$ cat config.mk
export PLATFORM = sky130hd
export DESIGN_NAME = insd_core
export DESIGN_NICKNAME = d
export VERILOG_FILES = /design/src/insd_pkg.sv /design/src/insd_core.sv /design/src/insd_sync.sv
export SDC_FILE = /design/constraint.sdc
export NUM_CORES = 1
export LEC_CHECK = 0
export BUFFER_PORTS_ARGS = -buffer_cell sky130_fd_sc_hd__buf_2
export CORE_MARGIN = 4
export CORE_UTILIZATION = 30
export DETAILED_ROUTE_END_ITERATION = 8
export PLACE_DENSITY = 0.46
export SETUP_SLACK_MARGIN = 0.2
export SYNTH_ARGS = -nofsm -noshare
export SYNTH_HDL_FRONTEND = slang
export SYNTH_SLANG_ARGS = --single-unit
$ cat constraint.sdc
create_clock -name clk -period 8.4 [get_ports clk]
set_input_delay 2.1 -clock clk [delete_from_list [all_inputs] [get_ports clk]]
set_output_delay 2.1 -clock clk [all_outputs]
set_load 0.02 [all_outputs]
$ cat src/insd_pkg.sv
// Constants and types shared by the integer-N synthesizer divider core.
package insd_pkg;

  // ==========================================================
  // Clock and timing
  localparam int CLK_PS = 20000;
  localparam int ABP_MID_PS = 3000;
  localparam int ABP_SHORT_PS = 1500;
  localparam int ABP_LONG_PS = 6000;
  localparam int ABP_MID_CYC = (ABP_MID_PS + CLK_PS - 1) / CLK_PS;
  localparam int ABP_SHORT_CYC = (ABP_SHORT_PS + CLK_PS - 1) / CLK_PS;
  localparam int ABP_LONG_CYC = (ABP_LONG_PS + CLK_PS - 1) / CLK_PS;
  localparam int LOCK_OK_NS = 15;
  localparam int LOCK_BAD_NS = 25;
  localparam int LOCK_OK_RAW = LOCK_OK_NS * 1000 / CLK_PS;
  localparam int LOCK_BAD_RAW = LOCK_BAD_NS * 1000 / CLK_PS;
  localparam int LOCK_OK_CYC = (LOCK_OK_RAW < 1) ? 1 : LOCK_OK_RAW;
  localparam int LOCK_BAD_CYC = (LOCK_BAD_RAW < 1) ? 1 : LOCK_BAD_RAW;
  localparam int LOCK_NEED_LO = 3;
  localparam int LOCK_NEED_HI = 5;
  localparam int TMR_BASE = 3;
  localparam int TMR_STEP = 4;

  // ==========================================================
  // Widths and field positions of the 24-bit word
  localparam int SHIFT_W = 24;
  localparam int A_W = 6;
  localparam int B_W = 13;
  localparam int R_W = 14;
  localparam int TGT_LSB = 0;
  localparam int R_LSB = 2;
  localparam int ABP_LSB = 16;
  localparam int LDP_BIT = 20;
  localparam int A_LSB = 2;
  localparam int B_LSB = 8;
  localparam int CPG_BIT = 21;
  localparam int PSC_LSB = 2;
  localparam int MUX_LSB = 4;
  localparam int FLE_BIT = 7;
  localparam int FLM_BIT = 8;
  localparam int TMR_LSB = 9;
  localparam int CUR1_LSB = 13;
  localparam int CUR2_LSB = 16;

  // ==========================================================
  // Reset values
  localparam logic [13:0] R_RST = 14'h0001;
  localparam logic [12:0] B_RST = 13'h0003;
  localparam logic [5:0] A_RST = 6'h00;
  localparam logic [1:0] PSC_RST = 2'h0;
  localparam logic [1:0] ABP_RST = 2'h0;
  localparam logic [3:0] TMR_RST = 4'h0;
  localparam logic [2:0] CUR1_RST = 3'h3;
  localparam logic [2:0] CUR2_RST = 3'h7;

  // ==========================================================
  // Monitor selections and enumerations
  localparam logic [2:0] MUX_OFF = 3'h0;
  localparam logic [2:0] MUX_DLOCK = 3'h1;
  localparam logic [2:0] MUX_NDIV = 3'h2;
  localparam logic [2:0] MUX_RDIV = 3'h3;
  localparam logic [2:0] MUX_ALOCK = 3'h4;
  localparam logic [2:0] MUX_HIGH = 3'h5;
  localparam logic [2:0] MUX_LOW = 3'h6;

  typedef enum logic [1:0] {
    TGT_REF = 2'b00,
    TGT_FB = 2'b01,
    TGT_FUNC = 2'b10,
    TGT_INIT = 2'b11
  } insd_target_t;

  typedef enum logic [1:0] {
    PC_IDLE = 2'b00,
    PC_UP = 2'b01,
    PC_DN = 2'b10,
    PC_ABL = 2'b11
  } insd_pfd_state_t;

  typedef struct packed {
    logic up;
    logic dn;
    logic fast;
    logic [2:0] current;
  } insd_cp_t;

endpackage : insd_pkg

$ cat src/insd_core.sv
// Integer-N synthesizer digital core: dividers, comparator, lock, fastlock, loader.
`timescale 1ns/1ps
`default_nettype none
module insd_core (
  input wire logic clk,
  input wire logic nrst,
  input wire logic ser_clk,
  input wire logic ser_data,
  input wire logic load_strobe,
  input wire logic ref_source_in,
  input wire logic vco_feedback_in,
  output var insd_pkg::insd_cp_t cp_drive,
  output logic lock_detect,
  output logic monitor_pin,
  output logic monitor_oe
);
  import insd_pkg::*;

  // ==========================================================
  // Pin synchronisers
  logic sck_rise, sdat_lvl, le_rise, ref_rise, vco_rise;
  insd_sync u_sck (.clk(clk), .nrst(nrst), .pin(ser_clk), .level(), .rise(sck_rise));
  insd_sync u_sdat (.clk(clk), .nrst(nrst), .pin(ser_data), .level(sdat_lvl), .rise());
  insd_sync u_le (.clk(clk), .nrst(nrst), .pin(load_strobe), .level(), .rise(le_rise));
  insd_sync u_ref (.clk(clk), .nrst(nrst), .pin(ref_source_in), .level(), .rise(ref_rise));
  insd_sync u_vco (.clk(clk), .nrst(nrst), .pin(vco_feedback_in), .level(), .rise(vco_rise));

  // ==========================================================
  // Serial loader and latches
  logic [SHIFT_W-1:0] shift_ff;
  logic [R_W-1:0] r_val_ff;
  logic [1:0] abp_ff;
  logic ldp_ff;
  logic [A_W-1:0] a_val_ff;
  logic [B_W-1:0] b_val_ff;
  logic cpg_ff;
  logic [1:0] psc_sel_ff;
  logic [2:0] mux_sel_ff;
  logic fl_en_ff, fl_mode_ff;
  logic [3:0] tmr_code_ff;
  logic [2:0] cur1_ff, cur2_ff;
  logic init_rst_ff;
  insd_target_t tgt;
  logic ld_fb;
  assign tgt = insd_target_t'(shift_ff[TGT_LSB +: 2]);
  assign ld_fb = le_rise && (tgt == TGT_FB);

  always_ff @(posedge clk or negedge nrst) begin
    if (!nrst) begin
      shift_ff <= '0;
    end else if (sck_rise) begin
      shift_ff <= {shift_ff[SHIFT_W-2:0], sdat_lvl};
    end
  end

  always_ff @(posedge clk or negedge nrst) begin
    if (!nrst) begin
      r_val_ff <= R_RST;
      abp_ff <= ABP_RST;
      ldp_ff <= 1'b0;
      a_val_ff <= A_RST;
      b_val_ff <= B_RST;
      cpg_ff <= 1'b0;
      psc_sel_ff <= PSC_RST;
      mux_sel_ff <= MUX_OFF;
      fl_en_ff <= 1'b0;
      fl_mode_ff <= 1'b0;
      tmr_code_ff <= TMR_RST;
      cur1_ff <= CUR1_RST;
      cur2_ff <= CUR2_RST;
      init_rst_ff <= 1'b0;
    end else begin
      init_rst_ff <= le_rise && (tgt == TGT_INIT);
      if (le_rise) begin
        unique case (tgt)
          TGT_REF: begin
            r_val_ff <= shift_ff[R_LSB +: R_W];
            abp_ff <= shift_ff[ABP_LSB +: 2];
            ldp_ff <= shift_ff[LDP_BIT];
          end
          TGT_FB: begin
            a_val_ff <= shift_ff[A_LSB +: A_W];
            b_val_ff <= shift_ff[B_LSB +: B_W];
            cpg_ff <= shift_ff[CPG_BIT];
          end
          TGT_FUNC, TGT_INIT: begin
            psc_sel_ff <= shift_ff[PSC_LSB +: 2];
            mux_sel_ff <= shift_ff[MUX_LSB +: 3];
            fl_en_ff <= shift_ff[FLE_BIT];
            fl_mode_ff <= shift_ff[FLM_BIT];
            tmr_code_ff <= shift_ff[TMR_LSB +: 4];
            cur1_ff <= shift_ff[CUR1_LSB +: 3];
            cur2_ff <= shift_ff[CUR2_LSB +: 3];
          end
        endcase
      end
    end
  end

  // ==========================================================
  // Prescaler, swallow and main counters
  logic [6:0] psc_cnt_ff, psc_p, psc_mod;
  logic [A_W-1:0] a_cnt_ff;
  logic [B_W-1:0] b_cnt_ff;
  logic fb_pulse_ff, psc_tick;
  assign psc_p = 7'h08 << psc_sel_ff;
  // larger modulus while swallow count remains
  assign psc_mod = (a_cnt_ff != '0) ? psc_p + 7'h01 : psc_p;
  assign psc_tick = vco_rise && (psc_cnt_ff == psc_mod - 7'h01);

  always_ff @(posedge clk or negedge nrst) begin
    if (!nrst) begin
      psc_cnt_ff <= 7'h00;
    end else if (init_rst_ff || psc_tick) begin
      psc_cnt_ff <= 7'h00;
    end else if (vco_rise) begin
      psc_cnt_ff <= psc_cnt_ff + 7'h01;
    end
  end

  // N = A + P*B; relies on B >= A from the host
  always_ff @(posedge clk or negedge nrst) begin
    if (!nrst) begin
      a_cnt_ff <= A_RST;
      b_cnt_ff <= B_RST;
      fb_pulse_ff <= 1'b0;
    end else begin
      fb_pulse_ff <= 1'b0;
      if (init_rst_ff) begin
        a_cnt_ff <= a_val_ff;
        b_cnt_ff <= b_val_ff;
      end else if (psc_tick) begin
        if (b_cnt_ff <= 13'h0001) begin
          a_cnt_ff <= a_val_ff;
          b_cnt_ff <= b_val_ff;
          fb_pulse_ff <= 1'b1;
        end else begin
          b_cnt_ff <= b_cnt_ff - 13'h0001;
          if (a_cnt_ff != '0) begin
            a_cnt_ff <= a_cnt_ff - 6'h01;
          end
        end
      end
    end
  end

  // ==========================================================
  // Reference divider
  logic [R_W-1:0] r_cnt_ff, r_div;
  logic ref_pulse_ff;
  assign r_div = (r_val_ff == '0) ? 14'h0001 : r_val_ff;

  always_ff @(posedge clk or negedge nrst) begin
    if (!nrst) begin
      r_cnt_ff <= '0;
      ref_pulse_ff <= 1'b0;
    end else begin
      ref_pulse_ff <= 1'b0;
      if (init_rst_ff) begin
        r_cnt_ff <= '0;
      end else if (ref_rise) begin
        if (r_cnt_ff >= r_div - 14'h0001) begin
          r_cnt_ff <= '0;
          ref_pulse_ff <= 1'b1;
        end else begin
          r_cnt_ff <= r_cnt_ff + 14'h0001;
        end
      end
    end
  end

  // ==========================================================
  // Phase comparator
  insd_pfd_state_t st_ff;
  logic [2:0] abl_cnt_ff, abl_len;
  logic [5:0] err_cnt_ff, err_hold_ff;
  logic eval_ff;
  always_comb begin
    unique case (abp_ff)
      2'h1: abl_len = 3'(ABP_SHORT_CYC);
      2'h2: abl_len = 3'(ABP_LONG_CYC);
      default: abl_len = 3'(ABP_MID_CYC);
    endcase
  end

  always_ff @(posedge clk or negedge nrst) begin
    if (!nrst) begin
      st_ff <= PC_IDLE;
      abl_cnt_ff <= 3'h0;
      err_cnt_ff <= 6'h00;
      err_hold_ff <= 6'h00;
      eval_ff <= 1'b0;
    end else begin
      eval_ff <= 1'b0;
      unique case (st_ff)
        PC_IDLE: begin
          err_cnt_ff <= 6'h00;
          abl_cnt_ff <= 3'h1;
          if (ref_pulse_ff && fb_pulse_ff) begin
            st_ff <= PC_ABL;
            err_hold_ff <= 6'h00;
            eval_ff <= 1'b1;
          end else if (ref_pulse_ff) begin
            st_ff <= PC_UP;
          end else if (fb_pulse_ff) begin
            st_ff <= PC_DN;
          end
        end
        PC_UP, PC_DN: begin
          if (err_cnt_ff != 6'h3f) begin
            err_cnt_ff <= err_cnt_ff + 6'h01;
          end
          if ((st_ff == PC_UP) ? fb_pulse_ff : ref_pulse_ff) begin
            st_ff <= PC_ABL;
            // A saturated count must not wrap, or a long error would read as none.
            err_hold_ff <= (err_cnt_ff == 6'h3f) ? 6'h3f : err_cnt_ff + 6'h01;
            eval_ff <= 1'b1;
          end
        end
        PC_ABL: begin
          abl_cnt_ff <= abl_cnt_ff + 3'h1;
          if (abl_cnt_ff >= abl_len) begin
            st_ff <= PC_IDLE;
          end
        end
      endcase
    end
  end

  // ==========================================================
  // Digital lock detect
  logic [2:0] streak_ff, need;
  logic lock_ff;
  assign need = ldp_ff ? 3'(LOCK_NEED_HI) : 3'(LOCK_NEED_LO);

  always_ff @(posedge clk or negedge nrst) begin
    if (!nrst) begin
      streak_ff <= 3'h0;
      lock_ff <= 1'b0;
    end else if (eval_ff) begin
      if (err_hold_ff > 6'(LOCK_BAD_CYC)) begin
        streak_ff <= 3'h0;
        lock_ff <= 1'b0;
      end else if (err_hold_ff < 6'(LOCK_OK_CYC)) begin
        if (streak_ff < need) begin
          streak_ff <= streak_ff + 3'h1;
        end
        if (streak_ff + 3'h1 >= need) begin
          lock_ff <= 1'b1;
        end
      end else begin
        streak_ff <= 3'h0;
      end
    end
  end

  // ==========================================================
  // Fastlock and current selection
  logic fl_active_ff;
  logic [5:0] tmr_ff;
  insd_cp_t cp_ff;

  always_ff @(posedge clk or negedge nrst) begin
    if (!nrst) begin
      fl_active_ff <= 1'b0;
      tmr_ff <= 6'h00;
    end else if (ld_fb) begin
      fl_active_ff <= fl_en_ff && shift_ff[CPG_BIT];
      tmr_ff <= 6'(TMR_BASE) + 6'(TMR_STEP) * {2'h0, tmr_code_ff};
    end else if (!fl_en_ff) begin
      fl_active_ff <= 1'b0;
    end else if (fl_active_ff && fl_mode_ff && ref_pulse_ff) begin
      if (tmr_ff <= 6'h01) begin
        fl_active_ff <= 1'b0;
      end
      tmr_ff <= tmr_ff - 6'h01;
    end
  end

  // setting one unless fastlock is active
  always_ff @(posedge clk or negedge nrst) begin
    if (!nrst) begin
      cp_ff <= '0;
    end else begin
      cp_ff.up <= (st_ff == PC_UP) || (st_ff == PC_ABL);
      cp_ff.dn <= (st_ff == PC_DN) || (st_ff == PC_ABL);
      cp_ff.fast <= fl_active_ff;
      cp_ff.current <= fl_active_ff ? cur2_ff : cur1_ff;
    end
  end

  // ==========================================================
  // Monitor multiplexer
  logic mon_ff, mon_oe_ff;
  always_ff @(posedge clk or negedge nrst) begin
    if (!nrst) begin
      mon_ff <= 1'b0;
      mon_oe_ff <= 1'b0;
    end else begin
      mon_ff <= 1'b0;
      mon_oe_ff <= 1'b1;
      unique case (mux_sel_ff)
        MUX_DLOCK: mon_ff <= lock_ff;
        MUX_NDIV: mon_ff <= fb_pulse_ff;
        MUX_RDIV: mon_ff <= ref_pulse_ff;
        MUX_ALOCK: mon_oe_ff <= (st_ff != PC_IDLE);
        MUX_HIGH: mon_ff <= 1'b1;
        MUX_LOW: mon_ff <= 1'b0;
        default: mon_oe_ff <= 1'b0;
      endcase
    end
  end

  assign cp_drive = cp_ff;
  assign lock_detect = lock_ff;
  assign monitor_pin = mon_ff;
  assign monitor_oe = mon_oe_ff;
endmodule : insd_core
`default_nettype wire

$ cat src/insd_sync.sv
// Three-stage pin synchroniser with agreement filter and rise pulse.
`timescale 1ns/1ps
`default_nettype none
module insd_sync (
  input wire logic clk,
  input wire logic nrst,
  input wire logic pin,
  output logic level,
  output logic rise
);
  logic [2:0] stg_ff;
  logic lvl_ff;
  logic rise_ff;

  always_ff @(posedge clk or negedge nrst) begin
    if (!nrst) begin
      stg_ff <= 3'h0;
    end else begin
      stg_ff <= {stg_ff[1:0], pin};
    end
  end

  // A change only counts once the second and third stages agree.
  always_ff @(posedge clk or negedge nrst) begin
    if (!nrst) begin
      lvl_ff <= 1'b0;
      rise_ff <= 1'b0;
    end else begin
      if (stg_ff[1] == stg_ff[2]) begin
        lvl_ff <= stg_ff[2];
      end
      rise_ff <= (stg_ff[1] == stg_ff[2]) & stg_ff[2] & ~lvl_ff;
    end
  end

  assign level = lvl_ff;
  assign rise = rise_ff;
endmodule : insd_sync
`default_nettype wire

Word-level counts from Yosys, hierarchy flattened
Index checks and enable logic that the tools add are counted.
W data, S select, Z words.

word-level totals
  word-level logic and storage cells = 202
  input bits = 7
  output and inout port bits = 9
  flip-flop bits (word level) = 177

operators by class
  multiplexer cells = 54
  shift operators = 1
  add/sub/neg operators = 12
  magnitude comparators = 8
  reduce and logical (&&, ||, !) cells = 39
  equal/unequal tests = 28
  bitwise logic cells = 12

operator list
  cell                     count
  $mux W6                  11
  $mux W14                 4
  $mux W13                 3
  $pmux W6 S2              2
  $mux W7                  3
  $reduce_bool A2 Y1       10
  $mux W1                  16
  $reduce_and A2 Y1        8
  $mux W3                  5
  $add A14 B1 Y14 const B  1
  $add A7 B1 Y7 const B    2
  $ge A14 B14 Y1           1
  $logic_not A14 Y1        1
  $sub A14 B1 Y14 const B  1
  $le A13 B1 Y1 const B    1
  $sub A13 B1 Y13 const B  1
  $sub A6 B1 Y6 const B    2
  $mux W2                  5
  $eq A3 B3 Y1 const B     3
  $reduce_and A3 Y1        3
  $and A1 B1 Y1            8
  $eq A2 B2 Y1 const B     4
  $ne A2 B2 Y1 const B     4
  $eq A7 B7 Y1             1
  32 further kinds         54

Depth between registers and ports, before layout
Gate-level depths: netlist (run 1).

  word-level depth = 8
  mapped depth = 16

Modules after synthesis
From an unflattened synthesis (run 1), not the netlist that was laid out.

second synthesis, totals
  cell total of the unflattened synthesis = 774
  area, all modules = 8607.0 µm²

by module, submodules not included
  module     area an instance (µm²)  times used  cells an instance
  insd_core  7812.5                  1           734
  insd_sync  158.9                   5           8

Worst setup path after synthesis (run 1)
No wires, ideal clock.

  path kind = register to register
  from = register r_val_ff[8]
  to = register r_cnt_ff[12]
  data arrival time = 3119 ps
  buffers on the path = 1
  setup slack = 5166 ps
  cell stages (with the launch flop) = 17
  clock period less this slack = 3234 ps
  cell sequence = dfrtp_1 > nor4_1 > and3b_1 > a31oi_1 > ha_1 > nand3b_1 > nor3_1 > nand2_1 > xor2_1 > ha_1 > and4_1 > o21ai_0 > nor2_1 > a21oi_1 > clkbuf_1 > nand4_1 > o311ai_0

on the way
  word-level cells in the longest chain between the ends = 7

ends and longest elaborated chain
  item                      RTL line          RTL
  start: declaration        insd_core.sv:31   logic [R_W-1:0] r_val_ff;
  start signal: assignment  insd_core.sv:77   r_val_ff <= shift_ff[R_LSB +: R_W];
  $logic_not A14 Y1         insd_core.sv:151  assign r_div = (r_val_ff == '0) ? 14'h0001 : r_val_ff;
  $mux W14 *                insd_core.sv:151
  $sub A14 B1 Y14 *         insd_core.sv:162  if (r_cnt_ff >= r_div - 14'h0001) begin
  $ge A14 B14 Y1 *          insd_core.sv:162
  $mux W14 *                insd_core.sv:162
  $mux W14 *                insd_core.sv:161  end else if (ref_rise) begin
  $mux W14 *                insd_core.sv:159  if (init_rst_ff) begin
  end signal: assignment    insd_core.sv:166  r_cnt_ff <= r_cnt_ff + 14'h0001;
  end: declaration          insd_core.sv:149  logic [R_W-1:0] r_cnt_ff, r_div;

Mark *: on every way between the ends. The rest lies on a longest branch, timed or not. The select of a mux whose other input is x is not followed.
A chain may end at the register's enable or synchronous reset.

Worst setup path in the final report (run 1)
  from = register r_val_ff[8]
  to = register r_cnt_ff[9]

The elaborated chain is that of the path after synthesis.

==> results.md, run 1 <==
- Final Hold Fails: 0
- GPL Wtd Cong: 0.726
- CTS Hold Buffers Added: 0
- Crit-path max FO: 20
- Share of the synthesized area in the top cell type: 0.481
- Area delta synth->final: 12.2%
- Crit path DAT: 4520 ps
- Synth Instances: around 790
- Yosys warns: 0
- Final Util: 0.340
- Reg-to-reg critical path startpoint: r_val_ff[8]
- WS Path Type: flip-flop to flip-flop
- Worst rel slew slack: 0.199
- Clock share of power: 0.269
- Setup TNS: 0 ps
- Sw power: ~1.0 mW
- Initial antenna violation count: 0
- Hold depth: 0
- Dpl ws: 4190 ps
- First DRT Iteration DRCs: 353
- Highest clock rate: 237 MHz
- First-pass GRT wire length: 30.2 mm
- Pint: roughly 1.9 mW
- Combinational share of power: 0.313
- Total power: 2.90 mW
- Worst vdd ir: 0.154 mV
- Worst Reg-to-Reg Cells: 14
- Clk_skew: 7.57 ps
- Die area: 31700 sq um
- Root Driver: clkbuf_16
- Synth area leader: dfrtp_1
- Residual DRC: 0
- Die Width: ~180 um
- R2R setup slack: 4190 ps
- Drt pass-1 iters: 5
- Worst-Skew Late Latency: 420 ps
- WL/cell: 14.7 um
- Antenna viol nets, final: 0
- Post-CTS setup buffers: 0
- CTS tree: built
- Leakage: 4.44 nW
- Share of post-route cells with drive strength above 1: 0.193
- Vias per inst: 4.79
- CTS Buf Count: 17
- Mapped cell area: 8680 sq um
- Num rows: 62
- Core box area: 28600 sq um
- Final period util: 0.501
- Final Max Tran Viols: 0
- Synth Net Count: approximately 840
- Hold Slack: 347 ps
- Worst-margin pin slew: 1200 ps
- Setup crit start kind: flip-flop
- Setup violators final: 0
- Clock buffer depth: 2
- Global route total overflow: 0
- # clock sinks: 177
- WP data required: slightly below 9000 ps
- Sw Ratio: 0.348
- Synth area leaders: dfrtp_1 48%, mux2_2 10%, ha_1 5.8%, dfstp_2 3.0%, o21ai_0 2.7%
- Antenna diodes: 0
- Worst Setup SP: r_val_ff[8]
- # fillers: 2859
- Largest net degree at the start of global routing: 104
- Crit end category: flip-flop
- Post-route minimum period: 4210 ps
- Post-synth ARST share: 1.00
- Hold Startpoint: u_sck.stg_ff[0]
- Reg-to-Reg End: r_cnt_ff[9]
- PnR worst setup slack: 4190 ps
- Reg power frac: 0.418
- WHS Endpoint: u_sck.stg_ff[1]
- Tightest Hold Check Type: flip-flop to flip-flop
- Synth cell types: 66
- EDFF count, synth: 0
- Cts repair resizes: 0
- Initial Util: 0.303
- Top Ports: 16
- Routed vias: 5744
- Gr usage total: 0.119
- #FFs+latches synth: 177
- P per Cell Area: 298 nW/um^2
- Total Wirelength: approximately 18 mm
- Ys flop type: dfrtp_1
- Register area share after synthesis: 0.512
- Status: finished, final reports clean
- Max Cap Viol: 0
- Die Height: between 150 and 200 um
- Fin nets: between 800 and 900
- DP HPWL: 11.7 mm
- Vias in the first global route: approximately 5.8k
- Post-Syn Area per Cell: 11.0 sq um
- PortBufs: 15
- Clock slew at reported path FFs: around 70 ps
- RSZ-0062 raised after global routing: no
- H-tree levels: 4
[logic make-up (layout without fill, tap and decap cells)]
kind of cell	after synthesis	in the layout	share of synthesized area
buf+inv	54	80	0.0257
mux	96	96	0.122
xor+xnor	29	29	0.0293
fa+ha+maj	41	41	0.0588
flops	177	177	0.512
simple gates	247	247	0.147
compound gates	144	144	0.106
[worst max path at each step]
stage | endpoint | slack [ps] | depth (start not counted)
after floorplan | r_cnt_ff[12] | 5170 | 16
after global placement | r_cnt_ff[9] | 4320 | 14
after detailed placement | r_cnt_ff[9] | 4190 | 14
after CTS | r_cnt_ff[9] | 4210 | 14
after global routing | r_cnt_ff[12] | 3690 | 14
final | r_cnt_ff[9] | 4190 | 14
[power by group through the flow]
stage	clock [mW]	combinational [mW]	sequential, mW
6_report	0.782	0.909	1.21
5_1_grt	0.849	1.05	1.24
4_1_cts	0.814	0.924	1.21
3_5_place_dp	0	0.921	1.23
3_3_place_gp	0	0.914	1.23
2_1_floorplan	0	0.730	1.17
[registers in the layout, summed over array words and instances (netlist names), 4 cells and up]
register	flops
shift_ff	22
r_cnt_ff	14
r_val_ff	14
b_cnt_ff	13
b_val_ff	13
psc_cnt_ff	7
a_cnt_ff	6
a_val_ff	6
cp_drive	6
err_cnt_ff	6
err_hold_ff	6
tmr_ff	6
tmr_code_ff	4
[synth_stat cells (all sizes together), types with 8 or more instances]
library cell and number:
dfrtp 167, mux2 81, nand2 59, nor2 47, o21ai 47, ha 40
a21oi 31, nand3 28, inv 27, nor3 22, clkbuf 18, and3 15
mux2i 15, xnor2 15, a31oi 14, xor2 14, nand4 11, dfstp 10
nand2b 10, or2 10, buf 9, nor2b 9, nor4 8
[per-stage QoR]
stage | instance area (sq um) | std cells
4_1_cts | 9740 | 1198
5_1_grt | 9740 | 1198
6_report | 9740 | 1198
3_5_place_dp | 9170 | 1166
3_3_place_gp | 9170 | 1166
2_1_floorplan | 8680 | 788
[per-layer routing]
| layer | routed length, um | track usage | up-vias |
|---|---|---|---|
| met4 | 199 | 0.0348 | 0 |
| met2 | 7960 | 0.185 | 67 |
| met3 | 604 | 0.0292 | 16 |
| li1 | - | - | 2867 |
| met1 | 8860 | 0.166 | 2794 |
| met5 | 0 | 0 | - |
[final cells by class]
| type | count | area (sq um) | share of cell area |
|---|---|---|---|
| clock inverter | 10 | 110 | 0.0113 |
| tap | 384 | 480 | 0.0493 |
| inverter | 27 | 101 | 0.0104 |
| clock buffer | 22 | 464 | 0.0476 |
| multi-input combinational | 557 | 4020 | 0.412 |
| sequential | 177 | 4440 | 0.456 |
| timing repair buffer | 21 | 129 | 0.0132 |
[worst max-delay path, stage by stage (launching register included)]
cell      delay [ps]
dfrtp_1          440
nor4_1           110
and3b_1          200
a31oi_1          290
ha_1             270
nand3b_1         140
nor3_1           340
nand2_1          120
xor2_1           170
ha_1             290
nand2_1           70
o21ai_0          120
nor2_1           930
nand2_1          250
o311ai_0         370
[placed cells by master (no fill, tap or decap), types with 4 or more instances in the layout]
| cell | netlist | final |
|---|---|---|
| dfrtp_1 | 167 | 167 |
| mux2_2 | 80 | 80 |
| nand2_1 | 59 | 59 |
| nor2_1 | 47 | 47 |
| o21ai_0 | 47 | 47 |
| ha_1 | 40 | 40 |
| a21oi_1 | 29 | 29 |
| nand3_1 | 28 | 28 |
| inv_1 | 27 | 27 |
| nor3_1 | 22 | 22 |
| clkbuf_16 | 0 | 17 |
| xnor2_1 | 15 | 15 |
| mux2i_1 | 15 | 15 |
| and3_1 | 15 | 15 |
| a31oi_1 | 14 | 14 |
| xor2_1 | 14 | 14 |
| buf_2 | 1 | 14 |
| nand4_1 | 11 | 11 |
| nand2b_1 | 10 | 10 |
| dfstp_2 | 10 | 10 |
| or2_2 | 9 | 9 |
| nor2b_1 | 9 | 9 |
| nor4_1 | 8 | 8 |
| a21o_1 | 7 | 7 |
| a22oi_1 | 6 | 6 |
| buf_4 | 3 | 6 |
| nor3b_1 | 5 | 5 |
| clkinv_2 | 0 | 5 |
| nand3b_1 | 4 | 4 |
| a211oi_1 | 4 | 4 |
| o211ai_1 | 4 | 4 |
No activity file was read; power rests on OpenSTA's default activity.
==> run 2: changes to the inputs <==
- PLACE_DENSITY: 0.46 -> 0.48
- clock period: 8.4 -> 3.6 ns (I/O delays scaled with it)
==> results.md, run 2 (synthesis results as in run 1) <==
- Clock buffer depth: 2 (unchanged)
- Root Driver: clkbuf_16 (unchanged)
- Crit path DAT: 3610 ps (was 4520 ps)
- CP Cell Sequence: nor4_2 -> buf_4 -> and3b_2 -> a31oi_4 -> ha_4 -> nand3b_1 -> nor3_4 -> nand2_1 -> xor2_1 -> ha_1 -> and4_1 -> o21ai_2 -> a31oi_1 -> a21oi_2 -> buf_6 -> buf_12 -> buf_6 -> a32o_1 (was nor4_1 -> and3b_1 -> a31oi_1 -> ha_1 -> nand3b_1 -> nor3_1 -> nand2_1 -> xor2_1 -> ha_1 -> nand2_1 -> o21ai_0 -> nor2_1 -> nand2_1 -> o311ai_0)
- Vias per inst: 4.82 (was 4.79)
- Largest net degree at the start of global routing: 93 (was 104)
- Cell area after layout: 10000 sq um (was 9740 sq um)
- Area of the multi-input gates: 4090 sq um (was 4020 sq um)
- Crit end category: flip-flop (unchanged)
- Final period util: 0.914 (was 0.501)
- Post-route minimum period: 3290 ps (was 4210 ps)
- Pint: 4.57 mW (was 1.89 mW)
- WS Path Type: flip-flop to flip-flop (unchanged)
- Antenna diodes: 0 (unchanged)
- Worst vdd ir: 0.312 mV (was 0.154 mV)
- Worst rel slew slack: 0.249 (was 0.199)
- Share of post-route cells with drive strength above 1: 0.226 (was 0.193)
- Clk_skew: 13.2 ps (was 7.57 ps)
- Cell repeated most along the worst path: buf_6 (was nand2_1)
- CTS Buf Count: 17 (unchanged)
- Setup TNS: 0 ps (unchanged)
- PortBufs: 15 (unchanged)
- Total Wirelength: 17.9 mm (was 17.6 mm)
- GPL Wtd Cong: 0.766 (was 0.726)
- First-pass GRT wire length: 30.6 mm (was 30.2 mm)
- # clock sinks: 177 (unchanged)
- Die area: 31700 sq um (unchanged)
- H-tree levels: 4 (unchanged)
- Global route total overflow: 0 (unchanged)
- Residual DRC: 0 (unchanged)
- DP HPWL: 12.2 mm (was 11.7 mm)
- Reg power frac: 0.403 (was 0.418)
- Leakage: 4.58 nW (was 4.44 nW)
- Register area: 4440 sq um (unchanged)
- Max Cap Viol: 0 (unchanged)
- Final Hold Fails: 0 (unchanged)
- Crit-path max cell delay: 370 ps (was 930 ps)
- Gr usage total: 0.119 (about the same)
- Setup violators final: 0 (unchanged)
- Fin nets: 874 (was 848)
- RSZ-0062 raised after global routing: yes (was no)
- Most frequent cells in the layout: 167 x dfrtp_1, 80 x mux2_2, 59 x nand2_1, 46 x nor2_1, 45 x o21ai_0 (was 167 x dfrtp_1, 80 x mux2_2, 59 x nand2_1, 47 x nor2_1, 47 x o21ai_0)
- Worst-margin pin slew: 1120 ps (was 1200 ps)
- Clock share of power: 0.244 (was 0.269)
- Highest clock rate: 304 MHz (was 237 MHz)
- Crit-path max FO: 6 (was 20)
- Slowest library cell on the worst path: dfrtp_1 (was nor2_1)
- Biggest register: shift_ff (unchanged)
- Max reg flops: 22 (unchanged)
- Area delta synth->final: 15.5% (was 12.2%)
- Worst-Skew Late Latency: 430 ps (was 420 ps)
- Sw Ratio: 0.349 (was 0.348)
- WP data required: 3920 ps (was 8710 ps)
- Initial antenna violation count: 0 (unchanged)
- First DRT Iteration DRCs: 266 (was 353)
- CTS tree: built (unchanged)
- Clock slew at reported path FFs: 70 ps (about the same)
- Die Width: 178 um (unchanged)
- Num rows: 62 (unchanged)
- Status: finished, final reports clean (unchanged)
- Top flop regs: shift_ff (22), r_cnt_ff (14), r_val_ff (14) (unchanged)
- Final Max Tran Viols: 0 (unchanged)
- Vias in the first global route: 5869 (was 5825)
- Setup crit start kind: flip-flop (unchanged)
- Initial Util: 0.303 (unchanged)
- Core box area: 28600 sq um (unchanged)
- Routed vias: 5900 (was 5744)
- P per Cell Area: 701 nW/um^2 (was 298 nW/um^2)
- Commonest non-fill, non-tap cell in the layout: dfrtp_1 (unchanged)
- Sw power: 2.46 mW (was 1.01 mW)
- Combinational share of power: 0.353 (was 0.313)
- Drt pass-1 iters: 4 (was 5)
- Post-Place Cell Area: 9320 sq um (was 9170 sq um)
- Antenna viol nets, final: 0 (unchanged)
- Die Height: 178 um (unchanged)
- Tightest Hold Check Type: flip-flop to flip-flop (unchanged)
- # fillers: 2817 (was 2859)
- Top Ports: 16 (unchanged)
- WL/cell: 14.6 um (was 14.7 um)
==> run 2: cell type report <==
| type | count | share of cell area |
|---|---|---|
| Sequential cell | 177 | 0.443 |
| Multi-Input combinational cell | 557 | 0.408 |
| Clock buffer | 27 | 0.0502 |
| Tap cell | 384 | 0.0479 |
| Timing Repair Buffer | 47 | 0.0372 |
| Inverter | 27 | 0.0101 |
| Clock inverter | 5 | 0.00312 |
==> run 2: path summary, 6_finish.rpt <==
check                                 startpoint          endpoint  slack [ps]  cells past startpoint
worst max-delay path                 r_val_ff[8]       r_cnt_ff[1]         310                     18
worst min-delay path            u_sdat.stg_ff[0]  u_sdat.stg_ff[1]         350                      0
worst max register to register       r_val_ff[8]       r_cnt_ff[1]         310                     18
worst min register to register  u_sdat.stg_ff[0]  u_sdat.stg_ff[1]         350                      0
max in group asynchronous                   nrst        cur1_ff[0]        2190                      2
min in group asynchronous                   nrst       b_val_ff[7]         560                      1
==> run 2: per-layer routing <==
layer | part of all wire | routed length [um] | up-vias | GRT usage
met4 | 0.0095 | 170 | 0 | 0.0290
met2 | 0.45 | 8090 | 46 | 0.185
li1 | - | - | 2919 | -
met3 | 0.025 | 449 | 13 | 0.0282
met1 | 0.51 | 9220 | 2922 | 0.169
met5 | 0 | 0 | - | 0
==> run 2: power by group through the flow <==
stage               combinational, mW  clock, mW  sequential, mW
floorplan                        1.70          0            2.74
global placement                 2.14          0            2.87
detailed placement               2.17          0            2.86
CTS                              2.23       1.78            2.83
global route                     2.82       1.86            2.91
finish                           2.48       1.71            2.84
==> run 2: what timing repair did <==
| item | in CTS | in global routing |
|---|---|---|
| setup buffers | 1 | 8 |
| endpoints found under the hold margin | 0 | 0 |
| gates resized for setup | 4 | 18 |
| hold buffers | 0 | 0 |
| pin swaps | 1 | 10 |
| endpoints found under the setup margin | 13 | 14 |
==> run 2: stage by stage <==
step	hold slack, ps	setup WS, ps	power (mW)	std cells	util
after floorplan	331	366	4.44	788	-
after global placement	332	85.0	5.01	1183	0.326
after detailed placement	336	16.2	5.03	1183	0.326
after CTS	349	209	6.84	1216	0.345
after global routing	356	146	7.59	1224	0.350
final	347	310	7.03	1224	0.350
==> run 2: worst max-delay path, delay by kind of cell (launching register included) <==
family	cells	cell delay, ps
AO/OA/AOI/OAI	5	700
XOR/XNOR	1	150
adder cells (fa/ha/maj)	2	460
buffers and inverters	4	510
flip-flops	1	370
AND/OR/NAND/NOR	6	990
==> run 3: changes to the inputs <==
- BUFFER_PORTS_ARGS: -buffer_cell sky130_fd_sc_hd__buf_2 -> not set
- DONT_BUFFER_PORTS: not set -> 1
- PLACE_DENSITY: 0.48 -> 0.46
- clock period: 3.6 -> 3.9 ns (I/O delays scaled with it)
==> results.md, run 3 (synthesis results as in run 1) <==
- Share of post-route cells with drive strength above 1: 0.197 (was 0.226)
- Die area: 31700 sq um (unchanged)
- H-tree levels: 4 (unchanged)
- R2R setup slack: 560 ps (was 310 ps)
- Crit path DAT: 3650 ps (was 3610 ps)
- Fin nets: 838 (was 874)
- Clock buffer depth: 2 (unchanged)
- Leakage: 4.40 nW (was 4.58 nW)
- Final Max Tran Viols: 0 (unchanged)
- CP Cell Sequence: nor4_4 -> and3b_1 -> a31oi_2 -> ha_1 -> nand3b_1 -> nor3_4 -> nand2_1 -> xor2_1 -> ha_1 -> and4_1 -> o21ai_0 -> nor2_1 -> a21oi_2 -> nand2_1 -> o311ai_0 (was nor4_2 -> buf_4 -> and3b_2 -> a31oi_4 -> ha_4 -> nand3b_1 -> nor3_4 -> nand2_1 -> xor2_1 -> ha_1 -> and4_1 -> o21ai_2 -> a31oi_1 -> a21oi_2 -> buf_6 -> buf_12 -> buf_6 -> a32o_1)
- Clock slew at reported path FFs: 80 ps (was 70 ps)
- Vias in the first global route: 5798 (was 5869)
- Worst vdd ir: 0.284 mV (was 0.312 mV)
- Num rows: 62 (unchanged)
- # clock sinks: 177 (unchanged)
- Post-route minimum period: 3340 ps (was 3290 ps)
- Gr usage total: 0.119 (about the same)
- Top Ports: 16 (unchanged)
- CTS Buf Count: 17 (unchanged)
- Status: finished, final reports clean (unchanged)
- Core box area: 28600 sq um (unchanged)
- Largest net degree at the start of global routing: 178 (was 93)
- Worst-margin pin slew: 1110 ps (was 1120 ps)
- Setup violators final: 0 (unchanged)
- Worst-Skew Late Latency: 430 ps (about the same)
- GRT met1 Usage: 0.166 (was 0.169)
- Initial antenna violation count: 0 (unchanged)
- Buf+Inv Stages, Crit Path: 0 (was 4)
- Worst rel slew slack: 0.259 (was 0.249)
- Crit-path max cell delay: 460 ps (was 370 ps)
- Slowest library cell on the worst path: dfrtp_2 (was dfrtp_1)
- Total Wirelength: 17.7 mm (was 17.9 mm)
- WL/cell: 14.9 um (was 14.6 um)
- Residual DRC: 0 (unchanged)
- Setup TNS: 0 ps (unchanged)
- Delay-heaviest family, CP: simple AND/OR/NAND/NOR gates (unchanged)
- Crit-path max FO: 6 (unchanged)
- Met2 Track Usage GR: 0.188 (was 0.185)
- Most Crowded Layer GR: met2 (unchanged)
- Area of the multi-input gates: 4060 sq um (was 4090 sq um)
- Commonest non-fill, non-tap cell in the layout: dfrtp_1 (unchanged)
- Clk_skew: 14.5 ps (was 13.2 ps)
- WP data required: 4210 ps (was 3920 ps)
- DP HPWL: 11.6 mm (was 12.2 mm)
- Die Height: 178 um (unchanged)
- Routed vias: 5786 (was 5900)
- Highest clock rate: 300 MHz (was 304 MHz)
- Setup crit start kind: flip-flop (unchanged)
- Biggest register: shift_ff (unchanged)
- RSZ-0062 raised after global routing: no (was yes)
- Antenna viol nets, final: 0 (unchanged)
- WS Path Type: flip-flop to flip-flop (unchanged)
- Global route total overflow: 0 (unchanged)
- Dpl ws: 175 ps (was 16.2 ps)
- First-pass GRT wire length: 30.5 mm (was 30.6 mm)
- GPL Wtd Cong: 0.755 (was 0.766)
- Max Cap Viol: 0 (unchanged)
- P per Cell Area: 647 nW/um^2 (was 701 nW/um^2)
- Vias per inst: 4.87 (was 4.82)
- Antenna diodes: 0 (unchanged)
- Max reg flops: 22 (unchanged)
- Final Util: 0.341 (was 0.350)
- Initial Util: 0.303 (unchanged)
- Register area: 4450 sq um (was 4440 sq um)
- Crit end category: flip-flop (unchanged)
- First DRT Iteration DRCs: 338 (was 266)
- PnR worst setup slack: 565 ps (was 310 ps)
- Tightest Hold Check Type: input port to async pin (was flip-flop to flip-flop)
- PortBufs: 0 (was 15)
- Area delta synth->final: 12.4% (was 15.5%)
- Drt pass-1 iters: 4 (unchanged)
- Top flop regs: shift_ff (22), r_cnt_ff (14), r_val_ff (14) (unchanged)
- Die Width: 178 um (unchanged)
- # fillers: 2849 (was 2817)
- Final Hold Fails: 0 (unchanged)
- CTS tree: built (unchanged)
- Root Driver: clkbuf_16 (unchanged)
- Final period util: 0.855 (was 0.914)
- Most frequent cells in the layout: 163 x dfrtp_1, 80 x mux2_2, 59 x nand2_1, 47 x nor2_1, 47 x o21ai_0 (was 167 x dfrtp_1, 80 x mux2_2, 59 x nand2_1, 46 x nor2_1, 45 x o21ai_0)
- Met3 Usage GRT: 0.0254 (was 0.0282)
-- run 3: cell types whose count changed in the layout (fill, tap and decap cells not counted), moves of 2 or more --
cell / delta
o21ai_0: +2
dfrtp_1: -4
inv_8: +5
clkinv_2: -2
buf_12: -3
inv_6: +3
clkbuf_1: -5
clkbuf_8: -4
buf_6: -2
buf_4: -16
o311ai_0: +2
dfrtp_2: +4
o311ai_1: -2
buf_2: -14
-- run 3: timing repair --
action | CTS | global route
hold buffers | 0 | 0
buffers inserted | 0 | 1
pin swaps | 0 | 1
setup endpoints to repair | 9 | 13
resized for setup | 2 | 10
-- run 3: metrics by stage --
stage	power (mW)	std cells	area (sq um)	hold WS [ps]
3_5_place_dp	4.59	1155	9110	335
5_1_grt	6.83	1188	9760	201
4_1_cts	6.36	1187	9710	210
3_3_place_gp	4.56	1155	9110	332
2_1_floorplan	4.10	788	8680	331
6_report	6.32	1188	9760	229
-- run 3: final timing paths --
path	from	end	cells after the start
worst max-delay path	r_val_ff[8]	r_cnt_ff[12]	15
worst min-delay path	nrst	b_val_ff[9]	0
worst max register to register	r_val_ff[8]	r_cnt_ff[12]	15
worst min register to register	u_ref.stg_ff[0]	u_ref.stg_ff[1]	0
max in group asynchronous	nrst	r_val_ff[0]	0
min in group clk	u_ref.stg_ff[0]	u_ref.stg_ff[1]	0
-- run 3: per-layer routing --
layer  vias to the layer above  wire [um]
met5                         -          0
met3                        15        620
met1                      2852       8800
met4                         0        226
met2                        62       8090
li1                       2857          -
-- run 3: power breakdown --
part	internal, mW	total [mW]	switching, mW	leakage (nW)
Sequential	2.20	2.65	0.446	2.30
Clock	0.927	1.72	0.796	0.288
Combinational	0.926	1.95	1.02	1.82
Total	4.05	6.32	2.26	4.40
-- run 3: final cells by class --
cell class / instances / share of cell area
flip-flops and latches: 177 / 0.456
well taps: 384 / 0.0492
repair buffers: 11 / 0.00885
clock inverters: 13 / 0.0146
multi-input cells: 557 / 0.416
inverters: 27 / 0.0104
clock buffers: 19 / 0.0454
